`src/rtl/lofc_pkg.sv`:
```
// Operation
// - Link bit clear with stream mode 00 or 01 drives both channels as one dual link.
// - Link bit clear with stream mode 10 runs the channels as two independent single links.
// - Link bit set, its reset value, runs single link with channel A on and channel B off.
// - Format bit 3 gives channel A 18bpp with lane four off at 0, 24bpp with lane four on at 1.
// - Format bit 2 gives channel B 18bpp with lane four off at 0, 24bpp with lane four on at 1 while the link bit is clear.
// - Format bit 1 puts channel A colour MSBs on lane four at 0 and LSBs there at 1.
// - Format bit 0 puts channel B colour MSBs on lane four at 0 and LSBs there at 1.
// - Layout bit one with 18bpp depth reduces 24bpp input by dropping two LSBs per colour.
// - Level bit 6 picks channel A common level 1.2V or 0.9V; 0.9V needs channel A trim 01.
// - Level bit 4 picks channel B common level 1.2V or 0.9V; 0.9V needs channel B trim 01.
// - Swing fields at bits 3:2 for A and 1:0 for B take four settings and reset to 01.
// - Each trim field applies 00 none, 01 down 3 percent, 10 up 3 percent, 11 up 6 percent.
package lofc_pkg;
	// Register indices and their word addresses on the bus.
	localparam logic [7:0]  STREAM_IDX = 8'h10;
	localparam logic [7:0]  FORMAT_IDX = 8'h18;
	localparam logic [7:0]  LEVEL_IDX  = 8'h19;
	localparam logic [7:0]  TRIM_IDX   = 8'h1b;
	localparam logic [7:0]  STATUS_IDX = 8'h1c;
	localparam logic [9:0]  STREAM_ADR = {STREAM_IDX, 2'b00};
	localparam logic [9:0]  FORMAT_ADR = {FORMAT_IDX, 2'b00};
	localparam logic [9:0]  LEVEL_ADR  = {LEVEL_IDX, 2'b00};
	localparam logic [9:0]  TRIM_ADR   = {TRIM_IDX, 2'b00};
	localparam logic [9:0]  STATUS_ADR = {STATUS_IDX, 2'b00};
	// Field positions.
	localparam int STREAM_LSB   = 5;
	localparam int LINK_BIT     = 4;
	localparam int A_DEPTH_BIT  = 3;
	localparam int B_DEPTH_BIT  = 2;
	localparam int A_LAYOUT_BIT = 1;
	localparam int B_LAYOUT_BIT = 0;
	localparam int A_LEVEL_BIT  = 6;
	localparam int B_LEVEL_BIT  = 4;
	localparam int A_SWING_LSB  = 2;
	localparam int B_SWING_LSB  = 0;
	localparam int A_TRIM_LSB   = 4;
	localparam int B_TRIM_LSB   = 0;
	// Reset values.
	localparam logic [1:0] STREAM_RST = 2'h0;
	localparam logic [4:0] FORMAT_RST = 5'h10;
	localparam logic [1:0] LEVEL_RST  = 2'h0;
	localparam logic [3:0] SWING_RST  = 4'h5;
	localparam logic [3:0] TRIM_RST   = 4'h0;
	// Stream mode that splits the input into two streams.
	localparam logic [1:0] STREAM_TWO = 2'h2;
	// Trim code paired with the low common level.
	localparam logic [1:0] TRIM_LOW   = 2'h1;
	// Output link arrangement, Gray coded.
	typedef enum logic [1:0] {
		LINK_SINGLE = 2'b00,
		LINK_DUAL   = 2'b01,
		LINK_SPLIT  = 2'b11
	} lofc_link_type;
endpackage

```
`src/rtl/lofc_top.sv`:
```
// The APB interface to the registers was chosen for this implementation.
`timescale 1ns/1ps
module lofc_top (
	// Clock and reset.
	input  wire logic        pclk,
	input  wire logic        presetn,
	// APB slave.
	input  wire logic        psel,
	input  wire logic        penable,
	input  wire logic        pwrite,
	input  wire logic [9:0]  paddr,
	input  wire logic [31:0] pwdata,
	output logic      [31:0] prdata,
	output logic             pready,
	output logic             pslverr,
	// Pixels for each channel, R in 23:16, G in 15:8, B in 7:0.
	input  wire logic [23:0] first_pixel,
	input  wire logic [23:0] second_pixel,
	// Colour bits for the three base lanes and for lane four.
	output logic      [17:0] first_channel_base_bits,
	output logic      [5:0]  first_channel_fourth_bits,
	output logic      [17:0] second_channel_base_bits,
	output logic      [5:0]  second_channel_fourth_bits,
	// Link arrangement.
	output logic             dual_link_enable,
	output logic             split_link_enable,
	output logic             first_channel_enable,
	output logic             second_channel_enable,
	output logic             first_channel_fourth_lane,
	output logic             second_channel_fourth_lane,
	// Analog settings.
	output logic             first_channel_common_level,
	output logic             second_channel_common_level,
	output logic      [1:0]  first_channel_swing,
	output logic      [1:0]  second_channel_swing,
	output logic signed [3:0] first_channel_trim_pct,
	output logic signed [3:0] second_channel_trim_pct
);

	// Splits one pixel into base lane bits and lane four bits.
	function automatic logic [23:0] lane_map(input logic [23:0] px, input logic deep,
			input logic lsb_on_four);
		logic [17:0] base;
		logic [5:0]  four;
		base = {px[23:18], px[15:10], px[7:2]};
		four = 6'h00;
		if (deep && !lsb_on_four) begin
			base = {px[21:16], px[13:8], px[5:0]};
			four = {px[23:22], px[15:14], px[7:6]};
		end else if (deep) begin
			four = {px[17:16], px[9:8], px[1:0]};
		end
		return {base, four};
	endfunction

	// Turns a trim code into a signed percentage.
	function automatic logic signed [3:0] trim_pct(input logic [1:0] code);
		case (code)
			2'h1:    trim_pct = -4'sd3;
			2'h2:    trim_pct = 4'sd3;
			2'h3:    trim_pct = 4'sd6;
			default: trim_pct = 4'sd0;
		endcase
	endfunction

	// Register state.
	logic [1:0]  stream_reg, stream_next;
	logic [4:0]  format_reg, format_next;
	logic [1:0]  level_reg, level_next;
	logic [3:0]  swing_reg, swing_next;
	logic [3:0]  trim_reg, trim_next;
	logic [31:0] prdata_reg, prdata_next;
	logic        pready_reg, pready_next;
	logic        pslverr_reg, pslverr_next;
	lofc_pkg::lofc_link_type link_reg, link_next;
	logic        mismatch_reg, mismatch_next;
	logic        hit;
	logic        commit;
	logic [31:0] rd_word;

	// Address decode and read mux.
	always_comb begin
		hit = 1'b1;
		rd_word = 32'h0000_0000;
		case (paddr)
			lofc_pkg::STREAM_ADR: rd_word[6:5] = stream_reg;
			lofc_pkg::FORMAT_ADR: rd_word[4:0] = format_reg;
			lofc_pkg::LEVEL_ADR:  rd_word[6:0] = {level_reg[1], 1'b0, level_reg[0], swing_reg};
			lofc_pkg::TRIM_ADR:   rd_word[5:0] = {trim_reg[3:2], 2'b00, trim_reg[1:0]};
			lofc_pkg::STATUS_ADR: rd_word[3:0] = {link_reg, 1'b0, mismatch_reg}; // Bit 1 unused.
			default:              hit = 1'b0;
		endcase
	end

	// One wait state: answer in the second access cycle, commit at the edge that takes it.
	always_comb begin
		commit = psel && penable && pready_reg;
		pready_next = psel && penable && !pready_reg;
		pslverr_next = pready_next && !hit;
		prdata_next = prdata_reg;
		if (pready_next && !pwrite) begin
			prdata_next = hit ? rd_word : 32'h0000_0000;
		end
	end

	// Register writes take effect only on a committed, mapped write.
	always_comb begin
		stream_next = stream_reg;
		format_next = format_reg;
		level_next = level_reg;
		swing_next = swing_reg;
		trim_next = trim_reg;
		if (commit && pwrite && !pslverr_reg) begin
			case (paddr)
				lofc_pkg::STREAM_ADR: stream_next = pwdata[6:5];
				lofc_pkg::FORMAT_ADR: format_next = pwdata[4:0];
				lofc_pkg::LEVEL_ADR: begin
					level_next = {pwdata[lofc_pkg::A_LEVEL_BIT], pwdata[lofc_pkg::B_LEVEL_BIT]};
					swing_next = pwdata[3:0];
				end
				lofc_pkg::TRIM_ADR:   trim_next = {pwdata[5:4], pwdata[1:0]};
				default:              stream_next = stream_reg;
			endcase
		end
	end

	// Bus and register flip-flops.
	always_ff @(posedge pclk or negedge presetn) begin
		if (!presetn) begin
			stream_reg <= lofc_pkg::STREAM_RST;
			format_reg <= lofc_pkg::FORMAT_RST;
			level_reg <= lofc_pkg::LEVEL_RST;
			swing_reg <= lofc_pkg::SWING_RST;
			trim_reg <= lofc_pkg::TRIM_RST;
			prdata_reg <= 32'h0000_0000;
			pready_reg <= 1'b0;
			pslverr_reg <= 1'b0;
		end else begin
			stream_reg <= stream_next;
			format_reg <= format_next;
			level_reg <= level_next;
			swing_reg <= swing_next;
			trim_reg <= trim_next;
			prdata_reg <= prdata_next;
			pready_reg <= pready_next;
			pslverr_reg <= pslverr_next;
		end
	end

	// Derived output state.
	logic [23:0] a_map, b_map;
	logic [17:0] a_base_reg, a_base_next, b_base_reg, b_base_next;
	logic [5:0]  a_four_reg, a_four_next, b_four_reg, b_four_next;
	logic        a_deep, b_deep;

	// Picks the link arrangement and maps pixels onto lanes.
	always_comb begin
		a_deep = format_reg[lofc_pkg::A_DEPTH_BIT];
		b_deep = format_reg[lofc_pkg::B_DEPTH_BIT];
		if (format_reg[lofc_pkg::LINK_BIT]) begin
			link_next = lofc_pkg::LINK_SINGLE;
		end else if (stream_reg == lofc_pkg::STREAM_TWO) begin
			link_next = lofc_pkg::LINK_SPLIT;
		end else begin
			link_next = lofc_pkg::LINK_DUAL;
		end
		// Lane four content depends on layout; 18bpp drops two LSBs per colour.
		a_map = lane_map(first_pixel, a_deep, format_reg[lofc_pkg::A_LAYOUT_BIT]);
		b_map = lane_map(second_pixel, b_deep, format_reg[lofc_pkg::B_LAYOUT_BIT]);
		a_base_next = a_map[23:6];
		a_four_next = a_map[5:0];
		b_base_next = 18'h00000;
		b_four_next = 6'h00;
		if (link_next != lofc_pkg::LINK_SINGLE) begin
			b_base_next = b_map[23:6];
			b_four_next = b_map[5:0];
		end
		// Flags a low common level whose trim is not the paired code.
		mismatch_next = (level_reg[1] && trim_reg[3:2] != lofc_pkg::TRIM_LOW)
			|| (level_reg[0] && trim_reg[1:0] != lofc_pkg::TRIM_LOW);
	end

	// Output flip-flops for link and data.
	always_ff @(posedge pclk or negedge presetn) begin
		if (!presetn) begin
			link_reg <= lofc_pkg::LINK_SINGLE;
			mismatch_reg <= 1'b0;
			a_base_reg <= 18'h00000;
			a_four_reg <= 6'h00;
			b_base_reg <= 18'h00000;
			b_four_reg <= 6'h00;
		end else begin
			link_reg <= link_next;
			mismatch_reg <= mismatch_next;
			a_base_reg <= a_base_next;
			a_four_reg <= a_four_next;
			b_base_reg <= b_base_next;
			b_four_reg <= b_four_next;
		end
	end

	// Analog and enable outputs, registered.
	logic        a_lane4_reg, b_lane4_reg;
	logic [1:0]  lvl_out_reg;
	logic [3:0]  swing_out_reg;
	logic signed [3:0] a_pct_reg, b_pct_reg;
	logic        a_en_reg, b_en_reg, dual_reg, split_reg;

	always_ff @(posedge pclk or negedge presetn) begin
		if (!presetn) begin
			a_lane4_reg <= 1'b0;
			b_lane4_reg <= 1'b0;
			lvl_out_reg <= lofc_pkg::LEVEL_RST;
			swing_out_reg <= lofc_pkg::SWING_RST;
			a_pct_reg <= 4'sd0;
			b_pct_reg <= 4'sd0;
			a_en_reg <= 1'b0;
			b_en_reg <= 1'b0;
			dual_reg <= 1'b0;
			split_reg <= 1'b0;
		end else begin
			a_lane4_reg <= a_deep;
			b_lane4_reg <= b_deep && link_next != lofc_pkg::LINK_SINGLE;
			lvl_out_reg <= level_reg;
			swing_out_reg <= swing_reg;
			a_pct_reg <= trim_pct(trim_reg[3:2]);
			b_pct_reg <= trim_pct(trim_reg[1:0]);
			// Enables come from flops so the pins never glitch on a decode.
			a_en_reg <= 1'b1;
			b_en_reg <= (link_next != lofc_pkg::LINK_SINGLE);
			dual_reg <= (link_next == lofc_pkg::LINK_DUAL);
			split_reg <= (link_next == lofc_pkg::LINK_SPLIT);
		end
	end

	// Port drive.
	assign prdata = prdata_reg;
	assign pready = pready_reg;
	assign pslverr = pslverr_reg;
	assign first_channel_base_bits = a_base_reg;
	assign first_channel_fourth_bits = a_four_reg;
	assign second_channel_base_bits = b_base_reg;
	assign second_channel_fourth_bits = b_four_reg;
	assign dual_link_enable = dual_reg;
	assign split_link_enable = split_reg;
	assign first_channel_enable = a_en_reg;
	assign second_channel_enable = b_en_reg;
	assign first_channel_fourth_lane = a_lane4_reg;
	assign second_channel_fourth_lane = b_lane4_reg;
	assign first_channel_common_level = lvl_out_reg[1];
	assign second_channel_common_level = lvl_out_reg[0];
	assign first_channel_swing = swing_out_reg[3:2];
	assign second_channel_swing = swing_out_reg[1:0];
	assign first_channel_trim_pct = a_pct_reg;
	assign second_channel_trim_pct = b_pct_reg;
endmodule

```
`config.mk`:
```
export PLATFORM = sky130hd
export DESIGN_NAME = lofc_top
export DESIGN_NICKNAME = d
export VERILOG_FILES = /design/src/rtl/lofc_pkg.sv /design/src/rtl/lofc_top.sv
export SDC_FILE = /design/constraint.sdc
export NUM_CORES = 1
export LEC_CHECK = 0
export ABC_AREA = 1
export BUFFER_PORTS_ARGS = -buffer_cell sky130_fd_sc_hd__buf_2
export CAP_MARGIN = 20
export CORE_ASPECT_RATIO = 0.7
export CORE_UTILIZATION = 40
export CTS_CLUSTER_DIAMETER = 60
export DETAILED_ROUTE_END_ITERATION = 6
export PLACE_DENSITY = 0.71
export RECOVER_POWER = 100
export SETUP_SLACK_MARGIN = 0.15
export SKIP_CTS_REPAIR_TIMING = 1
export SKIP_LAST_GASP = 1
export SLEW_MARGIN = 15
export SYNTH_ARGS = -nofsm -noshare
export SYNTH_HDL_FRONTEND = slang
export SYNTH_SLANG_ARGS = --single-unit
```
`constraint.sdc`:
```
create_clock -name pclk -period 1.6 [get_ports pclk]
set_input_delay 0.32 -clock pclk [delete_from_list [all_inputs] [get_ports pclk]]
set_output_delay 0.32 -clock pclk [all_outputs]
set_load 0.01 [all_outputs]
```
# Word-level counts from Yosys, hierarchy flattened
# Cells that the tools add are included.
# classes
n_eq_ne	16
mux	18
reduce_logical	25
# ops
op	count
$mux 18	3
$eq 10x7->1 const B	5
$mux 6	5
$pmux 4 s3	2
$pmux 4 s4	1
$eq 2x2->1 const B	6
$logic_and 1x1->1	12
$reduce_and 2->1	4
$mux 7	1
$eq 2x1->1 const B	3
$logic_not 1->1	6
$reduce_or 5->1	1
$mux 2	2
$ne 2x1->1 const B	2
$pmux 1 s2	2
$pmux 1 s3	1
$reduce_bool 2->1	1
$logic_or 1x1->1	1
$mux 1	1
# word_totals
ff_bits	122
input_bits	95
output_inout_bits	102

# Logic depth before layout (Yosys ltp)
# depth
word_depth	5
ltp_mapped	9

# Least setup slack after synthesis
# Ideal clock, no wire load.
# synth_timing
path_type	reg-to-reg
from	reg pready_reg, in the netlist pready
to	reg swing_reg[1]
t_arrival_ns	1.139
required_time_ns	1.482
slack_ns	0.343
path_stages_with_launch	7
path_buffers	1
path_cell_list	dfrtp_1 inv_2 nor3_4 nand3_2 buf_6 nand2_1 o21ai_2
# synth_between
elab_chain_cells	4
# synth_lines
item	line_no	rtl
from (decl)	lofc_top.sv:73	logic pready_reg, pready_next;
from (signal assigned)	lofc_top.sv:145	pready_reg <= pready_next;
$logic_and 1x1->1	lofc_top.sv:97	commit = psel && penable && pready_reg;
$logic_and 1x1->1 (2 in series)	lofc_top.sv:113	if (commit && pwrite && !pslverr_reg) begin
$reduce_and 2->1 (no line)	--	
to (signal assigned)	lofc_top.sv:133	swing_reg <= lofc_pkg::SWING_RST;
to (signal assigned)	lofc_top.sv:142	swing_reg <= swing_next;
to (decl)	lofc_top.sv:70	logic [3:0] swing_reg, swing_next;
# No other way between the ends.
# A chain may end at the register's enable or synchronous reset.

# Worst setup path in the final report
# layout_timing
from	reg pready_reg, in the netlist pready
to	reg level_reg[1]
# layout_between
elab_chain_cells	4
# layout_lines
item	line_no	rtl
$logic_and 1x1->1	lofc_top.sv:97	
$logic_and 1x1->1 (2 in series)	lofc_top.sv:113	
$reduce_and 2->1 (no line)	--	
to (signal assigned)	lofc_top.sv:132	level_reg <= lofc_pkg::LEVEL_RST;
to (signal assigned)	lofc_top.sv:141	level_reg <= level_next;
to (decl)	lofc_top.sv:69	logic [1:0] level_reg, level_next;
# No other way between the ends.

==> key figures <==
Setup path
  – Worst endpoint required time: 1.83 ns
  – Worst R2R Start: pready$_DFF_PN0_
  – CP Capture Type: flop
  – Worst r2r path cells: 6
  – FF-to-FF End: level_reg[1]$_DFFE_PN0P_
  – R2r setup slk: 0.19 ns
  – CP Class: flop to flop
  – Crit path max-delay family: simple AND/OR/NAND/NOR gates
  – Critical path buffers and inverters: 2
  – Arr. time, crit path: 1.64 ns
  – Critical Path Slowest Stage Cell: nor3_4
  – Max incr delay on CP: 0.35 ns
  – Cell Chain, Critical Path: inv_1, nor3_4, nand3_1, clkbuf_2, nand2_1, o21ai_2
  – Crit path launch type: flop
  – Crit Path Max Fanout: 6

Final layout
  – NumNets Final: 667
  – Share of layout cells above drive strength 1: 22.8%
  – Layout area overhead: 25.1%
  – N_diodes: 0

Pwr
  – Max VDD drop: 0.565 mV
  – Leakage: 0.00253 uW
  – Pwr Density: 950 mW/mm^2

Route
  – Wire per inst: 14.0 um
  – Antenna viol nets, final: 0
  – Pre-antenna DRT Iters: 4
  – Total wire length: 9760 um
  – Vias: 3,319
  – DR vias/cell: 4.76
  – Initial DRC Count: 228
  – Residual DRC: 0

Clock tree
  – H-tree Lvls: 3
  – Root Driver: clkbuf_16
  – Clock Path Buffers: 2
  – Clk sink count: 96
  – Inserted Clock Buffers: 9
  – Clock slew at the register clock pins of the worst setup and hold paths: 0.07 ns
  – TritonCTS clock tree: built
  – Clk Latency, worst-skew pair: 0.35 ns

Synthesis
  – Mapped Avg Cell Area: 10.2 um^2
  – Mapped Area: 0.00410 mm^2
  – Post-synthesis sequential area ratio: 58.8%
  – Cells taking the most area after synthesis: dfrtp_1 (56%), buf_4 (4.8%), nand2_1 (4.5%)
  – Gate Count Post-Synth: 403
  – Synth top area share: 55.6%
  – Distinct cells, synth: 32
  – Yosys warns: 0
  – Post-synth top area cell: dfrtp_1
  – Flops & latches, synth: 96

Placed design
  – PortBufs: 146
  – GPL Wtd Cong: 0.861
  – DP Wirelength: 7390 um

Global routing
  – Initial antenna violation count: 0
  – First-pass GRT wire length: 15,300 um
  – Largest net degree at the start of global routing: 44
  – Vias in the first global route: 3,117
  – GRT Overall Usage: 18.9%
  – Overflow after GRT: 0

Run status
  – Outcome: finished, final reports clean

Floorplan
  – Row count: 30
  – Die Height: 86.7 um
  – Die W: 123 um
  – Die area: 0.0107 mm^2
  – Std-Cell Core Area: 0.00983 mm^2
  – Starting Density: 41.7%
  – Io pins: 197

STA
  – TNS Setup: 0 ns
  – Fin. Hold Viols: 0
  – Slew Limit Fails: 0
  – Worst-Margin Slew: 0.500 ns
  – Relative slew slack: 66.6%
  – Period Utilization, post-route: 88.2%
  – RSZ-0062 raised after global routing: false
  – Fmax: 0.709 GHz
  – Final setup violation count: 0
  – Crit path time final: 1.41 ns
  – Clk_skew: 0.00937 ns
  – Hold WS: 0.220 ns

Hold path
  – Worst Hold Launch: second_pixel[21]
  – Min-Delay Path Class: primary input to flop
  – Hold depth: 3
  – Hold endpoint: second_channel_base_bits[17]$_DFF_PN0_

Run
  – Max_cap viols: 0
cell usage after synthesis, drive strengths merged:
cell / count
nand3: 33
conb: 2
o22ai: 1
nor3: 2
o211ai: 1
mux2: 11
dfstp: 5
buf: 35
nand2: 50
o21ai: 45
dfrtp: 91
inv: 46
nor2: 41
a21oi: 20
clkbuf: 3
a31oi: 1
ha: 8
a221oi: 5
or2: 3
cell type report:
class | instances | area [um^2]
clock buffers | 11 | 243
multi-input cells | 247 | 1320
fillers | 943 | 4710
well taps | 128 | 160
flip-flops and latches | 96 | 2410
inverters | 46 | 176
repair buffers | 164 | 785
clock inverters | 5 | 40.0
how the worst max path moves through the flow:
stage | startpoint | to | slack, ns | cells past startpoint
2_1_floorplan | pready$_DFF_PN0_ | swing_reg[1]$_DFFE_PN0P_ | 0.34 | 6
3_3_place_gp | paddr[3] | prdata[0]$_DFFE_PN0P_ | 0.13 | 10
3_5_place_dp | paddr[3] | stream_reg[1]$_DFFE_PN0P_ | 0.05 | 7
4_1_cts | pready$_DFF_PN0_ | level_reg[1]$_DFFE_PN0P_ | 0.23 | 6
5_1_grt | pready$_DFF_PN0_ | level_reg[1]$_DFFE_PN0P_ | 0.09 | 6
6_report | pready$_DFF_PN0_ | level_reg[1]$_DFFE_PN0P_ | 0.19 | 6
tightest hold or removal path, stage by stage:
cell and delay [ns]:
buf_2 0.09, nor2_1 0.04, nor2_1 0.08
metrics by stage:
step                      std cells  util (%)  setup slack (ns)  instance area, um^2  power [uW]
final                           697      52.1             0.189                 5130        4870
after global routing            697      52.1            0.0937                 5130        5070
after CTS                       692      53.1             0.231                 5220        4930
after detailed placement        676      50.2            0.0511                 4940        2920
after global placement          676      50.2             0.128                 4940        2910
after floorplan                 427         -             0.343                 4190        2740
cells by family (layout without fill, tap and decap cells):
family	Yosys count	in the layout	synth area share, %
compound gates	73	73	10.1
buf+inv	84	226	10.7
simple gates	129	129	14.8
other cells	2	26	0.183
fa+ha+maj	8	8	2.44
mux	11	11	3.02
flops	96	96	58.8
layer usage:
metal	part of all wire, %	track usage [%]	up-vias
li1	-	-	1569
met1	42	25.4	1613
met2	49	30.1	121
met3	7.1	5.39	16
met4	1.9	5.26	0
met5	0	0	-
placed cells by master (no fill, tap or decap), types with 2 or more instances in the layout:
master	netlist	layout
a221oi_1	5	5
conb_1	2	26
clkbuf_16	0	9
ha_1	8	8
nor2_2	3	3
o21ai_1	13	5
or2_2	2	2
inv_1	45	45
nand3_2	3	2
buf_12	0	2
dfstp_2	5	2
o21ai_2	6	5
buf_4	26	10
nor2_4	3	2
nand3_1	29	31
nand2_1	49	49
clkinvlp_4	0	4
a21oi_1	19	19
mux2_2	11	11
buf_2	7	68
clkbuf_1	3	80
clkbuf_2	0	3
dfrtp_1	91	91
o21ai_0	26	35
nor2_1	35	36
dfstp_1	0	3
where the power goes:
group,leakage [uW],internal (uW),switching (uW),total (uW)
Clock,0.000128,1100,907,2010
Combinational,0.00119,132,226,358
Sequential,0.00122,2480,19.3,2500
Note: power is estimated with default switching activity, not from simulation.
